===== src/core/edob_pkg.sv =====
package edob_pkg;

    // Register indices as printed; byte address is four times the index
    localparam logic [15:0] EDOB_IDX_TWO_UPPER = 16'h1167;
    localparam logic [15:0] EDOB_IDX_THREE_LOWER = 16'h1168;
    localparam logic [15:0] EDOB_IDX_THREE_UPPER = 16'h1169;

    // Apb address width and word layout
    localparam int EDOB_ADDR_W = 16;
    localparam int EDOB_DATA_W = 32;
    localparam int EDOB_BANK_W = 16;
    localparam int EDOB_NUM_BANKS = 3;

    // Byte addresses
    localparam logic [EDOB_ADDR_W-1:0] EDOB_ADDR_TWO_UPPER =
        EDOB_ADDR_W'({EDOB_IDX_TWO_UPPER, 2'b00});
    localparam logic [EDOB_ADDR_W-1:0] EDOB_ADDR_THREE_LOWER =
        EDOB_ADDR_W'({EDOB_IDX_THREE_LOWER, 2'b00});
    localparam logic [EDOB_ADDR_W-1:0] EDOB_ADDR_THREE_UPPER =
        EDOB_ADDR_W'({EDOB_IDX_THREE_UPPER, 2'b00});

    // Reset value of every bank: all channels inactive
    localparam logic [EDOB_BANK_W-1:0] EDOB_BANK_RESET = 16'h0000;

endpackage


===== src/core/edob_top.sv =====
`timescale 1ns/1ps
`default_nettype none

module edob_top (
    input wire logic core_clk,
    input wire logic rst,
    input wire logic psel,
    input wire logic penable,
    input wire logic pwrite,
    input wire logic [edob_pkg::EDOB_ADDR_W-1:0] paddr,
    input wire logic [edob_pkg::EDOB_DATA_W-1:0] pwdata,
    input wire logic [3:0] pstrb,
    output logic [edob_pkg::EDOB_DATA_W-1:0] prdata,
    output logic pready,
    output logic pslverr,
    output logic [edob_pkg::EDOB_BANK_W-1:0] chan_out_49_64,
    output logic [edob_pkg::EDOB_BANK_W-1:0] chan_out_65_80,
    output logic [edob_pkg::EDOB_BANK_W-1:0] chan_out_81_96
);
    import edob_pkg::*;

    ////////////////////////////////////////////////////////////////////////
    // Elaboration checks

    // Each bank fills the two low byte lanes of a data word
    if (EDOB_BANK_W != 16) begin : g_chk_bank_w
        $error("Bank width must be 16 bits");
    end

    // Read data is one full bus word with the bank in its low half
    if (EDOB_DATA_W != 32) begin : g_chk_data_w
        $error("Data width must be 32 bits");
    end

    // The decoder and the channel ports serve exactly three banks
    if (EDOB_NUM_BANKS != 3) begin : g_chk_banks
        $error("Exactly three banks are served");
    end

    // Byte addresses must fit the address bus without loss
    if (EDOB_ADDR_W < 16) begin : g_chk_addr_w
        $error("Address bus narrower than 16 bits");
    end

    // A byte address wider than a data word is not served
    if (EDOB_ADDR_W > 32) begin : g_chk_addr_max
        $error("Address bus wider than 32 bits");
    end

    // The byte address is four times the index, with no carry lost
    if ((EDOB_IDX_TWO_UPPER >= 16'h4000) ||
        (EDOB_IDX_THREE_LOWER >= 16'h4000) ||
        (EDOB_IDX_THREE_UPPER >= 16'h4000)) begin : g_chk_idx
        $error("Register index too large for the address bus");
    end

    // Every bank takes one aligned word
    if ((EDOB_ADDR_TWO_UPPER[1:0] != 2'h0) ||
        (EDOB_ADDR_THREE_LOWER[1:0] != 2'h0) ||
        (EDOB_ADDR_THREE_UPPER[1:0] != 2'h0)) begin : g_chk_align
        $error("Bank addresses must be word aligned");
    end

    // Two banks on one address would make the decode ambiguous
    if ((EDOB_ADDR_TWO_UPPER == EDOB_ADDR_THREE_LOWER) ||
        (EDOB_ADDR_TWO_UPPER == EDOB_ADDR_THREE_UPPER) ||
        (EDOB_ADDR_THREE_LOWER == EDOB_ADDR_THREE_UPPER)) begin : g_chk_uniq
        $error("Bank addresses must differ");
    end

    // Every channel must start inactive after reset
    if (EDOB_BANK_RESET != '0) begin : g_chk_reset
        $error("Bank reset value must be all zero");
    end

    ////////////////////////////////////////////////////////////////////////
    // Address decode

    // Maps a byte address to a bank number; 3 marks an unmapped address
    function automatic logic [1:0] edob_decode(
        input logic [EDOB_ADDR_W-1:0] addr
    );
        case (addr)
            EDOB_ADDR_TWO_UPPER: edob_decode = 2'h0;
            EDOB_ADDR_THREE_LOWER: edob_decode = 2'h1;
            EDOB_ADDR_THREE_UPPER: edob_decode = 2'h2;
            default: edob_decode = 2'h3;
        endcase
    endfunction

    // Replaces the byte lanes of a bank value that the strobe selects
    function automatic logic [EDOB_BANK_W-1:0] edob_lane_merge(
        input logic [EDOB_BANK_W-1:0] old_val,
        input logic [EDOB_DATA_W-1:0] data,
        input logic [3:0] strb
    );
        edob_lane_merge = old_val;
        if (strb[0]) begin
            edob_lane_merge[7:0] = data[7:0];
        end
        if (strb[1]) begin
            edob_lane_merge[15:8] = data[15:8];
        end
    endfunction

    // Forms a read word from one bank value, upper half zero
    function automatic logic [EDOB_DATA_W-1:0] edob_read_word(
        input logic [EDOB_BANK_W-1:0] val
    );
        edob_read_word = {16'h0000, val};
    endfunction

    logic [1:0] sel_bank;
    logic mapped;
    logic acc_phase;
    logic wr_acc;
    logic rd_acc;
    logic [EDOB_NUM_BANKS-1:0] wr_en;
    logic [EDOB_BANK_W-1:0] bank_r [EDOB_NUM_BANKS];
    logic [EDOB_BANK_W-1:0] cur_val;
    logic [EDOB_BANK_W-1:0] wr_val;
    logic [EDOB_BANK_W-1:0] rd_val;

    // Bank selected by the address on the bus
    assign sel_bank = edob_decode(paddr);
    assign mapped = (sel_bank != 2'h3);

    // First access cycle only; pready is high in the second and ends it
    assign acc_phase = psel && penable && !pready;
    assign wr_acc = acc_phase && pwrite;
    assign rd_acc = acc_phase && !pwrite && mapped;

    // Present value of the addressed bank, base for a lane merge
    always_comb begin
        cur_val = bank_r[0];
        case (sel_bank)
            2'h0: cur_val = bank_r[0];
            2'h1: cur_val = bank_r[1];
            2'h2: cur_val = bank_r[2];
            default: cur_val = bank_r[0];
        endcase
    end

    // Lanes not strobed keep their channels as they are
    assign wr_val = edob_lane_merge(cur_val, pwdata, pstrb);

    ////////////////////////////////////////////////////////////////////////
    // Output banks

    // One write strobe per bank; an unmapped address raises none
    for (genvar w = 0; w < EDOB_NUM_BANKS; w++) begin : g_wr_en
        assign wr_en[w] = wr_acc && (sel_bank == 2'(w));
    end

    // One bank per generate step; each bit is one channel, bit 0 lowest
    for (genvar b = 0; b < EDOB_NUM_BANKS; b++) begin : g_bank
        always_ff @(posedge core_clk) begin
            if (rst) begin
                bank_r[b] <= EDOB_BANK_RESET;
            end else if (wr_en[b]) begin
                bank_r[b] <= wr_val;
            end
        end
    end

    // Channel pins follow the bank registers with no logic between
    assign chan_out_49_64 = bank_r[0];
    assign chan_out_65_80 = bank_r[1];
    assign chan_out_81_96 = bank_r[2];

    ////////////////////////////////////////////////////////////////////////
    // Apb response

    // One-cycle pready pulse in the second access cycle
    always_ff @(posedge core_clk) begin
        if (rst) begin
            pready <= 1'b0;
        end else begin
            pready <= acc_phase;
        end
    end

    // Error flag rides with pready for an unmapped address
    always_ff @(posedge core_clk) begin
        if (rst) begin
            pslverr <= 1'b0;
        end else begin
            pslverr <= acc_phase && !mapped;
        end
    end

    // Present state of the addressed channel bank for a read
    always_comb begin
        rd_val = chan_out_81_96;
        case (sel_bank)
            2'h0: rd_val = chan_out_49_64;
            2'h1: rd_val = chan_out_65_80;
            default: rd_val = chan_out_81_96;
        endcase
    end

    // Read data stands only while pready does, zero otherwise
    always_ff @(posedge core_clk) begin
        if (rst) begin
            prdata <= '0;
        end else if (rd_acc) begin
            prdata <= edob_read_word(rd_val);
        end else begin
            prdata <= '0;
        end
    end

endmodule

`default_nettype wire


===== config.mk =====
export PLATFORM = sky130hd
export DESIGN_NAME = edob_top
export DESIGN_NICKNAME = d
export VERILOG_FILES = /design/src/core/edob_pkg.sv /design/src/core/edob_top.sv
export SDC_FILE = /design/constraint.sdc
export NUM_CORES = 1
export LEC_CHECK = 0
export BUFFER_PORTS_ARGS = -buffer_cell sky130_fd_sc_hd__buf_2
export CAP_MARGIN = 20
export CORE_MARGIN = 2
export CORE_UTILIZATION = 50
export DETAILED_ROUTE_END_ITERATION = 10
export HOLD_SLACK_MARGIN = 0.02
export PLACE_DENSITY = 0.82
export SLEW_MARGIN = 20
export SYNTH_ARGS = -nofsm -noshare
export SYNTH_HDL_FRONTEND = slang
export SYNTH_SLANG_ARGS = --single-unit

===== constraint.sdc =====
create_clock -name core_clk -period 6.8 [get_ports core_clk]
set_input_delay 0.68 -clock core_clk [delete_from_list [all_inputs] [get_ports core_clk]]
set_output_delay 0.68 -clock core_clk [all_outputs]
set_load 0.005 [all_outputs]

==> metrics.csv <==
stage,metric,value,unit
clock_network,Clock H-tree levels,3,
power,sequential power share,52.0,%
drt,Via density,5.673,
die,Die Height,86.59,um
place,DP Worst Slack,3.277,ns
die,Core Box Area,6681,sq um
drt,total number of vias,2859,
cells_and_area,"most common cell after layout, fill and taps aside",buf_2,
clock_network,cts hold-fix bufs,0,
die,initial cell density of the core,51.05,%
sta,worst slew margin relative to its limit,35.49,%
sta,Slew @ Worst Pin,0.9676,ns
cells_and_area,number of diodes,0,
setup_path,CP required,6.77,ns
power,Sw Share,22.55,%
drt,Detailed Routing Iterations Pass 1,4,
sta,final setup vio count,0,
synth,average cell area after synthesis,10.40,sq um
clock_network,CTS tree,built,
grt,largest net degree at the start of global routing,36,
clock_network,Resize count post-CTS,0,
die,I/O pins,139,
sta,setup_tns,0,ns
drt,post-detailed-route wirelength per cell,17.49,um
clock_network,Max Root-Sink Buffers,2,
setup_path,Crit Path Class,in2reg,
setup_path,worst path arrival time,3.14,ns
status,status,"finished, final reports clean",
synth,"FF+latch count, synth",66,
worst_hold_path,Worst Hold Class,reg2reg,
setup_path,CP startpoint kind,primary input,
drt,total wire length,8.813,mm
clock_network,Worst-path clk slew,0.07,ns
cells_and_area,# nets final,479,
drt,starting DRC count in detailed routing,184,
grt,GRT overflow,0,
place,PortBufs,104,
clock_network,Clock Root Buffer,clkbuf_8,
clock_network,TritonCTS Buffers,9,
power,NetSw,0.0001947,W
power,Leak,1.714,nW
synth,synth unique cells,30,
grt,vias in the first global route,2788,
synth,Mapped Cells,328,
grt,Total Routing Usage GR,24.22,%
job,max_cap viols,0,
grt,first-pass GRT wire length,13.77,mm
clock_network,# clock sinks,66,
setup_path,crit-path max FO,18,
place,HPWL Detailed,5.920,mm
die,Rows,30,
cells_and_area,"commonest non-fill, non-tap cells in the layout","buf_2, nor2_1, edfxtp_1",
setup_path,crit end category,register,
sta,slack of the critical path,3.625,ns
clock_network,# Post-CTS Setup Buffers,0,
cells_and_area,layout cells sized above 1,33.49,%
place,GPL Wtd Cong,0.8094,
sta,share of the cycle needed by the critical path after routing,46.69,%
cells_and_area,Layout area overhead,19.11,%
power,Cell Pwr Density,212.5,nW/um^2
synth,yosys warns,0,
cells_and_area,fill count,594,
sta,RSZ-0062 raised after global routing,false,
drt,Routed Antenna Nets,0,
drt,DRC errors left,0,
power,Comb power frac,6.9,%
sta,Fmax,0.3150,GHz
power,maximum VDD drop,0.0001295,V
synth,sequential share of the synthesized area,52.82,%
synth,Synth Cell Area,3411,sq um
die,Die Width,86.59,um
sta,final hold vios,0,
sta,fin crit period,3.175,ns
sta,Layout Skew,0.008507,ns
clock_network,Worst-Skew Late Latency,0.34,ns
setup_path,R2R setup slack,5.05,ns
power,Pint,0.0006688,W
power,clock share of power,41.0,%
grt,antenna violations before repair,0,
sta,fin. max-slew vios,0,
die,die area,7498,sq um
==> power groups by stage <==
| stage | registers [W] | logic (W) | clock network [W] |
|---|---|---|---|
| after floorplan | 0.000457 | 0.0000359 | 0 |
| after global placement | 0.000458 | 0.0000580 | 0 |
| after detailed placement | 0.000458 | 0.0000596 | 0 |
| after CTS | 0.000449 | 0.0000599 | 0.000357 |
| after global routing | 0.000451 | 0.0000658 | 0.000373 |
| final | 0.000449 | 0.0000599 | 0.000354 |
==> cell usage after synthesis <==
cell,number,area share [%]
nor2_1,65,7.2
edfxtp_1,48,42
a21oi_1,32,4.7
nand2_1,19,2.1
dfxtp_1,18,11
buf_4,17,3.7
nor2b_1,17,3.1
nor3b_1,17,3.7
a221oi_1,16,4.1
nor3_1,16,2.3
a211oi_2,14,5.1
clkbuf_1,13,1.4
buf_2,7,1.0
buf_6,3,0.99
ha_1,3,1.1
inv_1,3,0.33
a211oi_1,2,0.44
a21o_1,2,0.44
and4_1,2,0.51
and4b_1,2,0.59
and4bb_2,2,0.73
nor4b_4,2,1.4
a31o_2,1,0.26
a41o_2,1,0.33
and2_1,1,0.18
buf_1,1,0.11
conb_1,1,0.11
nand3_2,1,0.29
nand3b_4,1,0.59
nand4_1,1,0.18
==> routing by layer <==
layer  wire length (um)  share of wire (%)  global-route usage (%)
met1               3529                 40                   28.50
met2               4636                 53                   43.29
met3                523                5.9                   5.238
met4                124                1.4                   8.949
met5                  0                  0                       0
==> layout make-up <==
cell class,count,area [sq um],area share [%]
clock buffer,10,127.6,3.141
clock inverter,6,81.33,2.002
inverter,3,11.26,0.2772
multi-input combinational,233,1405,34.59
sequential,66,1802,44.35
tap,80,100.1,2.464
timing repair buffer,106,535.5,13.18
==> sequential cells by signal, summed over array words and instances (netlist names) <==
register and count:
bank_r 48, prdata 16, pready 1, pslverr 1
==> logic make-up after synthesis <==
group	Yosys count	synth area share (%)
simple gates	146	22.93
compound gates	68	15.41
flops	66	52.82
buf+inv	44	7.630
fa+ha+maj	3	1.101
other cells	1	0.1099
==> per-stage QoR <==
stage               instances  util (%)  hold WS [ns]  total power, W  area (sq um)
floorplan                 343         -        0.6313       0.0004934          3467
global placement          488     57.68        0.6318       0.0005155          3854
detailed placement        488     57.68        0.6407       0.0005177          3854
CTS                       504     60.81        0.6542       0.0008660          4063
global route              504     60.81        0.6889       0.0008892          4063
finish                    504     60.81        0.6528       0.0008635          4063
==> final timing paths <==
kind | startpoint | endpoint | depth (start not counted)
min | pready | pready | 1
min reg2reg | pready | pready | 1
max reg2reg | pready | bank_r[2][0] | 4
max | paddr[9] | bank_r[1][8] | 7
==> worst max-delay path: stages <==
cell	delay (ns)
buf_2	0.11
nor4b_4	0.33
nand4_1	0.21
nor2_1	0.17
ha_1	0.58
buf_4	0.36
a21o_1	0.68
No activity file was read; power rests on OpenSTA's default activity.
